File: src/verilog/hscl_pkg.sv
`default_nettype none
package hscl_pkg;

  // widths
  localparam int NUM_PORTS = 6;
  localparam int LVL_W     = 3;
  localparam int MODE_W    = 3;
  localparam int ADDR_W    = 8;
  localparam int DATA_W    = 32;

  // six strap levels, weakest pull-down to strongest pull-up
  localparam logic [LVL_W-1:0] LVL_PD_WEAK   = 3'h0;
  localparam logic [LVL_W-1:0] LVL_PU_WEAK   = 3'h1;
  localparam logic [LVL_W-1:0] LVL_PD_MID    = 3'h2;
  localparam logic [LVL_W-1:0] LVL_PU_MID    = 3'h3;
  localparam logic [LVL_W-1:0] LVL_PD_STRONG = 3'h4;
  localparam logic [LVL_W-1:0] LVL_PU_STRONG = 3'h5;

  // port masks, bit 0 is port 1
  localparam logic [NUM_PORTS-1:0] MASK_NONE  = 6'h00;
  localparam logic [NUM_PORTS-1:0] MASK_P1    = 6'h01;
  localparam logic [NUM_PORTS-1:0] MASK_P1_2  = 6'h03;
  localparam logic [NUM_PORTS-1:0] MASK_P1_3  = 6'h07;
  localparam logic [NUM_PORTS-1:0] MASK_P1_4  = 6'h0F;
  localparam logic [NUM_PORTS-1:0] MASK_P1_6  = 6'h3F;

  // register map, byte addresses
  localparam logic [ADDR_W-1:0] REG_STRAP_PINS = 8'h00;
  localparam logic [ADDR_W-1:0] REG_FEATURES   = 8'h04;
  localparam logic [ADDR_W-1:0] REG_SW_DISABLE = 8'h08;
  localparam logic [ADDR_W-1:0] REG_STATUS     = 8'h0C;

  // field positions
  localparam int FLD_DPLUS_LSB  = 0;
  localparam int FLD_DMINUS_LSB = 8;
  localparam int FLD_PDIS_LSB   = 16;
  localparam int FLD_NONREM_LSB = 0;
  localparam int FLD_CHARGE_LSB = 8;
  localparam int FLD_MODE_LSB   = 16;
  localparam int FLD_VALID_BIT  = 0;

  // reset values and timing
  localparam logic [NUM_PORTS-1:0] SW_DIS_RST   = 6'h00;
  localparam int                   CAP_TO_VALID = 3;

  localparam logic [1:0] RESP_OKAY   = 2'h0;
  localparam logic [1:0] RESP_SLVERR = 2'h2;

  typedef struct packed {
    logic [NUM_PORTS-1:0] dplus;
    logic [NUM_PORTS-1:0] dminus;
    logic [LVL_W-1:0]     nonrem_lvl;
    logic [LVL_W-1:0]     charge_lvl;
    logic [MODE_W-1:0]    mode;
  } hscl_strap_s;

  typedef struct packed {
    logic [NUM_PORTS-1:0] port_u2_dis;
    logic [NUM_PORTS-1:0] port_u3_dis;
    logic [NUM_PORTS-1:0] nonrem_mask;
    logic [NUM_PORTS-1:0] charge_mask;
    logic [MODE_W-1:0]    mode;
  } hscl_cfg_s;

  // reserved levels decode to no ports
  function automatic logic [NUM_PORTS-1:0] lvl_to_mask(input logic [LVL_W-1:0] lvl);
    case (lvl)
      LVL_PD_WEAK:   lvl_to_mask = MASK_NONE;
      LVL_PU_WEAK:   lvl_to_mask = MASK_P1;
      LVL_PD_MID:    lvl_to_mask = MASK_P1_2;
      LVL_PU_MID:    lvl_to_mask = MASK_P1_3;
      LVL_PD_STRONG: lvl_to_mask = MASK_P1_4;
      LVL_PU_STRONG: lvl_to_mask = MASK_P1_6;
      default:       lvl_to_mask = MASK_NONE;
    endcase
  endfunction : lvl_to_mask

  function automatic logic is_mapped(input logic [ADDR_W-1:0] addr);
    logic [ADDR_W-1:0] a;
    a = {addr[ADDR_W-1:2], 2'h0};
    is_mapped = (a == REG_STRAP_PINS) || (a == REG_FEATURES) ||
                (a == REG_SW_DISABLE) || (a == REG_STATUS);
  endfunction : is_mapped

endpackage : hscl_pkg
`default_nettype wire

File: src/verilog/hscl_strap_config.sv
// Summary of operation
// - capture all straps at reset release and rise
// - d-plus strap: 0 enabled, 1 disables only with d-minus also 1
// - d-minus strap: 0 enabled, 1 disables only with d-plus also 1
// - straps disable a port only when both are high
// - disabling 2.0 path also disables 3.0 path
// - non-removable strap decodes six levels
// - report that many ports as non-removable
// - charging strap sets charging-enabled port count
// - three mode straps select operating mode
// - charging strap decodes six levels to ports
`timescale 1ns/10ps
`default_nettype none
module hscl_strap_config (
  // clock and power-on reset
  input  wire logic                             clk,
  input  wire logic                             rst_n,
  // external reset pin, active low
  input  wire logic                             ext_reset_n,
  // strap pins
  input  wire hscl_pkg::hscl_strap_s            strap_in,
  // configuration out
  output var  hscl_pkg::hscl_cfg_s              cfg_ff,
  output logic                                  cfg_valid_ff,
  // axi4-lite write address
  input  wire logic                             s_axi_awvalid,
  output logic                                  s_axi_awready,
  input  wire logic [hscl_pkg::ADDR_W-1:0]      s_axi_awaddr,
  // axi4-lite write data
  input  wire logic                             s_axi_wvalid,
  output logic                                  s_axi_wready,
  input  wire logic [hscl_pkg::DATA_W-1:0]      s_axi_wdata,
  input  wire logic [3:0]                       s_axi_wstrb,
  // axi4-lite write response
  output logic                                  s_axi_bvalid,
  input  wire logic                             s_axi_bready,
  output logic [1:0]                            s_axi_bresp,
  // axi4-lite read address
  input  wire logic                             s_axi_arvalid,
  output logic                                  s_axi_arready,
  input  wire logic [hscl_pkg::ADDR_W-1:0]      s_axi_araddr,
  // axi4-lite read data
  output logic                                  s_axi_rvalid,
  input  wire logic                             s_axi_rready,
  output logic [hscl_pkg::DATA_W-1:0]           s_axi_rdata,
  output logic [1:0]                            s_axi_rresp
);
  import hscl_pkg::*;

  logic                   por_seen_ff;
  logic                   ext_q_ff;
  logic                   capture_ff;
  logic                   nxt_capture;
  logic                   cap_d1_ff;
  logic                   cap_d2_ff;
  hscl_strap_s            latched;
  logic [NUM_PORTS-1:0]   nonrem_mask;
  logic [NUM_PORTS-1:0]   charge_mask;
  logic [NUM_PORTS-1:0]   sw_dis_ff;
  logic [NUM_PORTS-1:0]   strap_dis;

  logic                   awready_ff;
  logic                   wready_ff;
  logic                   aw_have_ff;
  logic                   w_have_ff;
  logic [ADDR_W-1:0]      awaddr_ff;
  logic [DATA_W-1:0]      wdata_ff;
  logic [3:0]             wstrb_ff;
  logic                   bvalid_ff;
  logic [1:0]             bresp_ff;
  logic                   arready_ff;
  logic                   rvalid_ff;
  logic [DATA_W-1:0]      rdata_ff;
  logic [1:0]             rresp_ff;
  logic                   wr_commit;
  logic [ADDR_W-1:0]      wr_word;

  // capture strobe: first edge after power-on release, or external pin rise
  assign nxt_capture = !por_seen_ff || (ext_reset_n && !ext_q_ff);

  always_ff @(posedge clk or negedge rst_n) begin
    if (!rst_n) begin
      por_seen_ff <= 1'b0;
      ext_q_ff    <= 1'b1;
      capture_ff  <= 1'b0;
    end else begin
      por_seen_ff <= 1'b1;
      ext_q_ff    <= ext_reset_n;
      capture_ff  <= nxt_capture;
    end
  end

  // pins are assumed settled by the time the strobe fires
  hscl_strap_latch u_latch (
    .clk      (clk),
    .rst_n    (rst_n),
    .capture  (capture_ff),
    .strap_in (strap_in),
    .strap_ff (latched)
  );

  // one decoder per six-level strap
  hscl_level_decode u_nonrem_dec (
    .clk     (clk),
    .rst_n   (rst_n),
    .lvl     (latched.nonrem_lvl),
    .mask_ff (nonrem_mask)
  );

  hscl_level_decode u_charge_dec (
    .clk     (clk),
    .rst_n   (rst_n),
    .lvl     (latched.charge_lvl),
    .mask_ff (charge_mask)
  );

  // a single high strap leaves the port enabled
  assign strap_dis = latched.dplus & latched.dminus;

  always_ff @(posedge clk or negedge rst_n) begin
    if (!rst_n) begin
      cfg_ff <= '0;
    end else begin
      cfg_ff.port_u2_dis <= strap_dis | sw_dis_ff;
      cfg_ff.port_u3_dis <= strap_dis | sw_dis_ff;
      cfg_ff.nonrem_mask <= nonrem_mask;
      cfg_ff.charge_mask <= charge_mask;
      cfg_ff.mode        <= latched.mode;
    end
  end

  // valid drops during external reset and the decode pipeline
  always_ff @(posedge clk or negedge rst_n) begin
    if (!rst_n) begin
      cap_d1_ff    <= 1'b0;
      cap_d2_ff    <= 1'b0;
      cfg_valid_ff <= 1'b0;
    end else begin
      cap_d1_ff <= capture_ff;
      cap_d2_ff <= cap_d1_ff;
      if (!ext_reset_n || capture_ff) begin
        cfg_valid_ff <= 1'b0;
      end else if (cap_d2_ff) begin
        cfg_valid_ff <= 1'b1;
      end
    end
  end

  // software mask can add disabled ports but never re-enable strapped ones
  always_ff @(posedge clk or negedge rst_n) begin
    if (!rst_n) begin
      sw_dis_ff <= SW_DIS_RST;
    end else if (wr_commit && wr_word == REG_SW_DISABLE && wstrb_ff[0]) begin
      sw_dis_ff <= wdata_ff[NUM_PORTS-1:0];
    end
  end

  assign wr_commit = aw_have_ff && w_have_ff && !bvalid_ff;
  assign wr_word   = {awaddr_ff[ADDR_W-1:2], 2'h0};

  // write address and data taken independently, in either order
  always_ff @(posedge clk or negedge rst_n) begin
    if (!rst_n) begin
      awready_ff <= 1'b0;
      aw_have_ff <= 1'b0;
      awaddr_ff  <= '0;
    end else if (s_axi_awvalid && awready_ff) begin
      awready_ff <= 1'b0;
      aw_have_ff <= 1'b1;
      awaddr_ff  <= s_axi_awaddr;
    end else if (wr_commit) begin
      aw_have_ff <= 1'b0;
    end else if (!aw_have_ff && !bvalid_ff) begin
      awready_ff <= 1'b1;
    end
  end

  always_ff @(posedge clk or negedge rst_n) begin
    if (!rst_n) begin
      wready_ff <= 1'b0;
      w_have_ff <= 1'b0;
      wdata_ff  <= '0;
      wstrb_ff  <= 4'h0;
    end else if (s_axi_wvalid && wready_ff) begin
      wready_ff <= 1'b0;
      w_have_ff <= 1'b1;
      wdata_ff  <= s_axi_wdata;
      wstrb_ff  <= s_axi_wstrb;
    end else if (wr_commit) begin
      w_have_ff <= 1'b0;
    end else if (!w_have_ff && !bvalid_ff) begin
      wready_ff <= 1'b1;
    end
  end

  // response only after both halves; read-only words ignore writes
  always_ff @(posedge clk or negedge rst_n) begin
    if (!rst_n) begin
      bvalid_ff <= 1'b0;
      bresp_ff  <= RESP_OKAY;
    end else if (wr_commit) begin
      bvalid_ff <= 1'b1;
      bresp_ff  <= is_mapped(awaddr_ff) ? RESP_OKAY : RESP_SLVERR;
    end else if (bvalid_ff && s_axi_bready) begin
      bvalid_ff <= 1'b0;
    end
  end

  // read: data registered on the same edge that takes the address
  always_ff @(posedge clk or negedge rst_n) begin
    if (!rst_n) begin
      arready_ff <= 1'b0;
      rvalid_ff  <= 1'b0;
      rdata_ff   <= '0;
      rresp_ff   <= RESP_OKAY;
    end else if (s_axi_arvalid && arready_ff) begin
      arready_ff <= 1'b0;
      rvalid_ff  <= 1'b1;
      rresp_ff   <= is_mapped(s_axi_araddr) ? RESP_OKAY : RESP_SLVERR;
      rdata_ff   <= '0;
      unique case ({s_axi_araddr[ADDR_W-1:2], 2'h0})
        REG_STRAP_PINS: begin
          rdata_ff[FLD_DPLUS_LSB +: NUM_PORTS]  <= latched.dplus;
          rdata_ff[FLD_DMINUS_LSB +: NUM_PORTS] <= latched.dminus;
          rdata_ff[FLD_PDIS_LSB +: NUM_PORTS]   <= cfg_ff.port_u2_dis;
        end
        REG_FEATURES: begin
          rdata_ff[FLD_NONREM_LSB +: NUM_PORTS] <= cfg_ff.nonrem_mask;
          rdata_ff[FLD_CHARGE_LSB +: NUM_PORTS] <= cfg_ff.charge_mask;
          rdata_ff[FLD_MODE_LSB +: MODE_W]      <= cfg_ff.mode;
        end
        REG_SW_DISABLE: begin
          rdata_ff[NUM_PORTS-1:0] <= sw_dis_ff;
        end
        REG_STATUS: begin
          rdata_ff[FLD_VALID_BIT] <= cfg_valid_ff;
        end
        default: begin
          rdata_ff <= '0;
        end
      endcase
    end else if (rvalid_ff && s_axi_rready) begin
      rvalid_ff <= 1'b0;
    end else if (!rvalid_ff) begin
      arready_ff <= 1'b1;
    end
  end

  assign s_axi_awready = awready_ff;
  assign s_axi_wready  = wready_ff;
  assign s_axi_bvalid  = bvalid_ff;
  assign s_axi_bresp   = bresp_ff;
  assign s_axi_arready = arready_ff;
  assign s_axi_rvalid  = rvalid_ff;
  assign s_axi_rdata   = rdata_ff;
  assign s_axi_rresp   = rresp_ff;
endmodule : hscl_strap_config
`default_nettype wire

File: src/verilog/hscl_strap_latch.sv
`timescale 1ns/10ps
`default_nettype none
module hscl_strap_latch (
  // clock and reset
  input  wire logic                 clk,
  input  wire logic                 rst_n,
  // capture strobe and pins
  input  wire logic                 capture,
  input  wire hscl_pkg::hscl_strap_s strap_in,
  // held values
  output var  hscl_pkg::hscl_strap_s strap_ff
);
  import hscl_pkg::*;

  // pins are ignored outside the capture strobe
  always_ff @(posedge clk or negedge rst_n) begin
    if (!rst_n) begin
      strap_ff <= '0;
    end else if (capture) begin
      strap_ff <= strap_in;
    end
  end

endmodule : hscl_strap_latch
`default_nettype wire

File: src/verilog/hscl_level_decode.sv
`timescale 1ns/10ps
`default_nettype none
module hscl_level_decode (
  // clock and reset
  input  wire logic                            clk,
  input  wire logic                            rst_n,
  // latched level code
  input  wire logic [hscl_pkg::LVL_W-1:0]      lvl,
  // decoded port mask
  output logic      [hscl_pkg::NUM_PORTS-1:0]  mask_ff
);
  import hscl_pkg::*;

  always_ff @(posedge clk or negedge rst_n) begin
    if (!rst_n) begin
      mask_ff <= MASK_NONE;
    end else begin
      mask_ff <= lvl_to_mask(lvl);
    end
  end

endmodule : hscl_level_decode
`default_nettype wire

File: config.mk
export PLATFORM = sky130hd
export DESIGN_NAME = hscl_strap_config
export DESIGN_NICKNAME = d
export VERILOG_FILES = /design/src/verilog/hscl_pkg.sv /design/src/verilog/hscl_strap_config.sv /design/src/verilog/hscl_strap_latch.sv /design/src/verilog/hscl_level_decode.sv
export SDC_FILE = /design/constraint.sdc
export NUM_CORES = 1
export LEC_CHECK = 0
export BUFFER_PORTS_ARGS = -buffer_cell sky130_fd_sc_hd__buf_2
export CAP_MARGIN = 20
export CORE_MARGIN = 1.5
export CORE_UTILIZATION = 49
export DETAILED_ROUTE_END_ITERATION = 10
export PLACE_DENSITY_LB_ADDON = 0.2
export REMOVE_ABC_BUFFERS = 1
export SKIP_CTS_REPAIR_TIMING = 1
export SYNTH_ARGS = -nofsm -noshare
export SYNTH_HDL_FRONTEND = slang
export SYNTH_SLANG_ARGS = --single-unit
File: constraint.sdc
create_clock -name clk -period 2 [get_ports clk]
set_clock_uncertainty 0.1 [all_clocks]
set_input_delay 0.4 -clock clk [delete_from_list [all_inputs] [get_ports clk]]
set_output_delay 0.4 -clock clk [all_outputs]
set_load 0.1 [all_outputs]
==> results.yml, run 1 <==
outcome:
  run_status: "completed"
detailed_routing:
  drt-initial-drc-count: 128
  ant_nets: 0
  wl_per_cell_um: 14.9
  vias: 2479
  drc: 0
  viasPerCell: 4.96
  wirelength_mm: 7.43
  drt_first_pass_iters: 4
floorplanning:
  design.core.area_um2: 7810
  dieArea_um2: 8700
  dieWidth_um: 93.3
  initial_core_util_pct: 51.1
  io_pins: 150
  rows: 32
  die_h_um: 93.3
synthesis:
  yosys_warnings: 0
  synth-seq-area-share_pct: 64.0
  synth_edf_count: 0
  synth_top_area_share_pct: 63.3
  ys_top_cells_by_count: "dfrtp_1 (101), mux2_2 (40), nand2_1 (27)"
  async_flop_share_pct: 100
  ys_ff_latch: 102
  postSynthAreaPerCell_um2: 13.7
  ys.flop_type: "dfrtp_1"
  yosysTopAreaCell: "dfrtp_1"
  synth_cell_types: 35
  synth_area_leaders: "dfrtp_1 (63%), mux2_2 (11%), buf_4 (4.5%)"
  synth_area_um2: 3990
  post-synth-top-count-cell: "dfrtp_1"
  synthCells: 292
clock_network:
  cts_buffers: 9
  root_buffer: "clkbuf_8"
  clock_latency_ps: 350
  cts_sinks: 102
  clk_pin_slew_ps: 90
  clockBufferDepth: 2
  htree_levels: 3
  cts_tree: "built"
critical_path:
  critical_path_class: "reg -> reg"
  critPathLaunch: "awaddr_ff[5]"
  arrival_ps: 2000
  critical-path-top-delay-family: "simple AND/OR/NAND/NOR gates"
  critPathSlowestCell: "or4_4"
  r2r-end: "sw_dis_ff[0]"
  end_kind: "register"
  cp_num_buf_inv: 1
  path_max_fanout: 6
  r2r_cells: 4
  worstReg2RegStart: "awaddr_ff[5]"
  cp_cell_sequence: "or4_4 -> nor4_4 -> buf_4 -> mux2_2"
  required_ps: 2140
  start_kind: "register"
  cpPeakStageDelay_ps: 550
  reg2reg_slack_ps: 140
final_layout:
  layout.nets: 475
  layout-area-overhead-vs-synth_pct: 18.5
  instances_no_fill: 500
  final-seq-area_um2: 2550
  utilization_pct: 60.6
  multiInputGateArea_um2: 1260
  nFillCells: 659
  n_antenna_cell: 0
  drive_above_1_share_pct: 41.2
placed_design:
  port_buffers: 100
  dp.cells: 483
  routabilityCongestion: 0.761
  hpwl_mm: 5.44
timing:
  report.final.slew_viol_count: 0
  relSlewSlack_pct: 66.9
  setup-violations-final: 0
  finalCriticalPeriod_ps: 1860
  rsz0062_at_grt: "false"
  hold_viol: 0
  fmax_mhz: 537
  tightest_slew_ps: 492
  min_period_over_period_pct: 93.1
  fin_tns_setup_ps: 0
hold_path:
  hold_start: "ext_reset_n"
  worstHoldPathType: "in -> reg"
  holdPathStages: 1
  min_to: "ext_q_ff"
global_routing:
  grt_max_degree: 42
  track_usage_pct: 17.9
  antenna_found_initial: 0
  grt_pass1_wl_mm: 11.9
  grt_overflow: 0
  grt_pass1_vias: 2404
power_and_ir_drop:
  p_per_area_nw_per_um2: 1360
  ir_drop_v: 0.000767
  power.leakage_nw: 2.39
flow_run:
  max_cap_viol_count: 0
where the power goes:
group	internal [mW]	switching, mW	leakage (nW)
clock network	0.487	0.646	0.0796
logic	0.532	2.00	1.05
registers	2.48	0.285	1.26
how the worst max path moves through the flow:
stage / end / slack, ps / cells after the start
6_report: sw_dis_ff[0] / 140 / 4
5_1_grt: sw_dis_ff[1] / 40 / 4
4_1_cts: sw_dis_ff[1] / 110 / 4
3_5_place_dp: sw_dis_ff[0] / 130 / 4
3_3_place_gp: sw_dis_ff[2] / 150 / 4
2_1_floorplan: s_axi_rdata[1] / -450 / 3
cell families (layout without fill, tap and decap cells):
logic type / count (synthesis) / count (layout) / share of synthesized area [%]
flops: 102 / 102 / 64.0
mux: 56 / 56 / 15.3
simple gates: 47 / 47 / 5.95
compound gates: 44 / 44 / 8.08
buf+inv: 39 / 130 / 5.99
other cells: 2 / 17 / 0.188
fa+ha+maj: 1 / 1 / 0.313
xor+xnor: 1 / 1 / 0.219
cell usage in the layout (no fill, tap or decap), drive strengths merged, types with 2 or more instances in the layout:
master	netlist	routed
clkbuf	7	13
o21a	3	3
o21ai	10	10
nor2	4	4
conb	2	17
mux2i	16	16
nor4	2	2
buf	26	107
a21o	6	6
o2bb2ai	6	6
nand2b	2	2
a21oi	2	2
nor3	2	2
a22o	5	5
clkinvlp	0	2
nor2b	2	2
dfrtp	101	101
and2	2	2
nand2	27	27
inv	6	6
or4	2	2
o31ai	9	9
mux2	40	40
per-stage QoR:
stage               setup slack [ps]  hold WS (ps)  total power [mW]  instance area, µm²
finish                           138          56.9              6.43                4730
global route                    40.7          44.5              6.72                4730
CTS                              110          -104              6.49                4720
detailed placement               125           235              5.36                4550
global placement                 146           233              5.32                4550
floorplan                       -446          4.41              4.84                3830
final cells by class:
type	count	share of cell area, %
inverter	6	0.476
multi-input combinational	166	26.5
clock inverter	3	0.423
timing repair buffer	108	12.7
clock buffer	13	3.15
sequential	102	54.0
tap	102	2.70
metal layers:
metal / track usage (%) / up-vias / part of all wire, %
met1: 24.6 / 1205 / 46
met3: 3.25 / 9 / 5.4
met4: 6.44 / 0 / 1.1
met5: 0 / - / 0
met2: 28.7 / 83 / 48
li1: - / 1182 / -
sequential cells by signal, indices dropped and copies added (netlist names), 5 cells and up:
register	count
cfg_ff	19
wdata_ff	6
u_nonrem_dec.mask_ff	5
sw_dis_ff	6
u_charge_dec.mask_ff	5
u_latch.strap_ff	21
s_axi_rdata	18
awaddr_ff	6
worst register-to-register path: stages (launching register included):
cell and delay (ps):
dfrtp_1 380, or4_4 550, nor4_4 200, buf_4 180, mux2_2 340
Power figures use the tool's default switching activity.
==> inputs of run 2 (changes only) <==
--- a/config.mk
+++ b/config.mk
@@ -7,7 +7,7 @@
 export LEC_CHECK = 0
 export BUFFER_PORTS_ARGS = -buffer_cell sky130_fd_sc_hd__buf_2
 export CAP_MARGIN = 20
-export CORE_MARGIN = 1.5
+export CORE_MARGIN = 2
 export CORE_UTILIZATION = 49
 export DETAILED_ROUTE_END_ITERATION = 10
 export PLACE_DENSITY_LB_ADDON = 0.2
==> run 2 against run 1 <==
The flow now finishes with violations (hold timing); first-iteration DRC count is 19% higher; global-route usage is 0.52 points lower; core utilization is 0.11 points lower; combinational power hardly changed; wire length is 0.73% higher; sequential share of layout area is 0.10 points higher; clock power is 9% higher; largest cell class unchanged; highest routed layer unchanged.
==> results.yml, run 2 (same netlist as run 1, synthesis figures left out) <==
outcome:
  run_status: "complete, but fails checks"
  violations: "hold timing"
global_routing:
  grt_pass1_wl_mm: 11.7
  grt_pass1_vias: 2379
  grt_max_degree: 103
  grt_overflow: 0
  track_usage_pct: 17.4
  antenna_found_initial: 0
clock_network:
  cts_sinks: 102
  clockBufferDepth: 2
  cts_buffers: 9
  root_buffer: "clkbuf_8"
  clock_latency_ps: 340
  clk_pin_slew_ps: 90
  htree_levels: 3
  cts_tree: "built"
final_layout:
  final_cell_mix: "dfrtp_1 (101), buf_2 (99), mux2_2 (40)"
  regMostFlops: "u_latch.strap_ff"
  layout.nets: 474
  multiInputGateArea_um2: 1260
  n_antenna_cell: 0
  nFillCells: 664
  utilization_pct: 60.5
  largest_register_ffs: 21
  layout_commonest_cell: "dfrtp_1"
  final-seq-area_um2: 2550
  layout-area-overhead-vs-synth_pct: 18.3
  drive_above_1_share_pct: 42.1
  finalInstanceArea_um2: 4720
detailed_routing:
  viasPerCell: 5.01
  drc: 0
  wl_per_cell_um: 15.0
  drt-initial-drc-count: 152
  ant_nets: 0
  drt_first_pass_iters: 4
  wirelength_mm: 7.49
  vias: 2498
timing:
  report.final.slew_viol_count: 0
  relSlewSlack_pct: 64.9
  rsz0062_at_grt: "false"
  min_period_over_period_pct: 93.4
  setup-violations-final: 0
  fin_tns_setup_ps: 0
  hold_viol: 2
  fmax_mhz: 535
  tightest_slew_ps: 527
  holdWs_ps: -4.70
  finalCriticalPeriod_ps: 1870
critical_path:
  reg2reg_slack_ps: 130
  required_ps: 2130
  r2r-end: "sw_dis_ff[4]"
  end_kind: "register"
  start_kind: "register"
  r2r_cells: 4
  path_max_fanout: 6
  critical_path_class: "reg -> reg"
  worstReg2RegStart: "awaddr_ff[5]"
  arrival_ps: 2000
placed_design:
  hpwl_mm: 5.41
  port_buffers: 100
  routabilityCongestion: 0.757
  place_area_um2: 4530
floorplanning:
  io_pins: 150
  dieArea_um2: 8890
  design.core.area_um2: 7810
  initial_core_util_pct: 51.1
  die_h_um: 94.3
  rows: 32
  dieWidth_um: 94.3
power_and_ir_drop:
  p_per_area_nw_per_um2: 1380
  ir_drop_v: 0.00110
  power.leakage_nw: 2.40
  report.power.total_mw: 6.53
hold_path:
  worstHoldPathType: "in -> async"
flow_run:
  max_cap_viol_count: 0
[run 2: cell types whose count changed in the layout (fill, tap and decap cells not counted)]
| cell | change |
|---|---|
| dlygate4sd3_1 | -1 |
| buf_4 | +2 |
| clkinv_4 | +2 |
| clkbuf_1 | -3 |
| clkinvlp_4 | -1 |
| buf_12 | -2 |
| clkbuf_8 | +2 |
[run 2: final cells by class]
class / instances / area share [%]
Timing Repair Buffer: 107 / 12.0
Clock buffer: 12 / 3.50
Tap cell: 102 / 2.70
Sequential cell: 102 / 54.1
Clock inverter: 4 / 0.636
Multi-Input combinational cell: 166 / 26.6
Inverter: 6 / 0.477
[run 2: metal layers]
layer / vias up / track usage, % / share of wire (%)
li1: 1176 / - / -
met1: 1234 / 23.6 / 45
met2: 80 / 28.0 / 49
met3: 8 / 3.45 / 5.4
met4: 0 / 6.40 / 1.3
met5: - / 0 / 0
[run 2: worst max path at each step]
stage                     depth (start not counted)           from             end  slack [ps]
final                                             4   awaddr_ff[5]    sw_dis_ff[4]         130
after detailed placement                          4   awaddr_ff[5]    sw_dis_ff[4]         130
after floorplan                                   3  s_axi_arready  s_axi_rdata[1]        -450
after global routing                              4   awaddr_ff[5]    sw_dis_ff[4]          30
after global placement                            4   awaddr_ff[5]    sw_dis_ff[3]         150
after CTS                                         4   awaddr_ff[5]    sw_dis_ff[4]         110
[run 2: power breakdown]
part	internal [mW]	switching (mW)	total, mW
Sequential	2.48	0.287	2.77
Clock	0.558	0.668	1.23
Combinational	0.525	2.01	2.53
Total	3.57	2.96	6.53
[run 2: critical path, cell delays in order (launching register included)]
cell and delay [ps]:
dfrtp_1 380, or4_4 550, nor4_4 200, buf_4 190
mux2_2 330
[run 2: metrics by stage]
step,std cells,setup WS [ps]
6_report,499,132
4_1_cts,499,105
3_5_place_dp,483,131
3_3_place_gp,483,146
5_1_grt,499,27.5
2_1_floorplan,274,-446
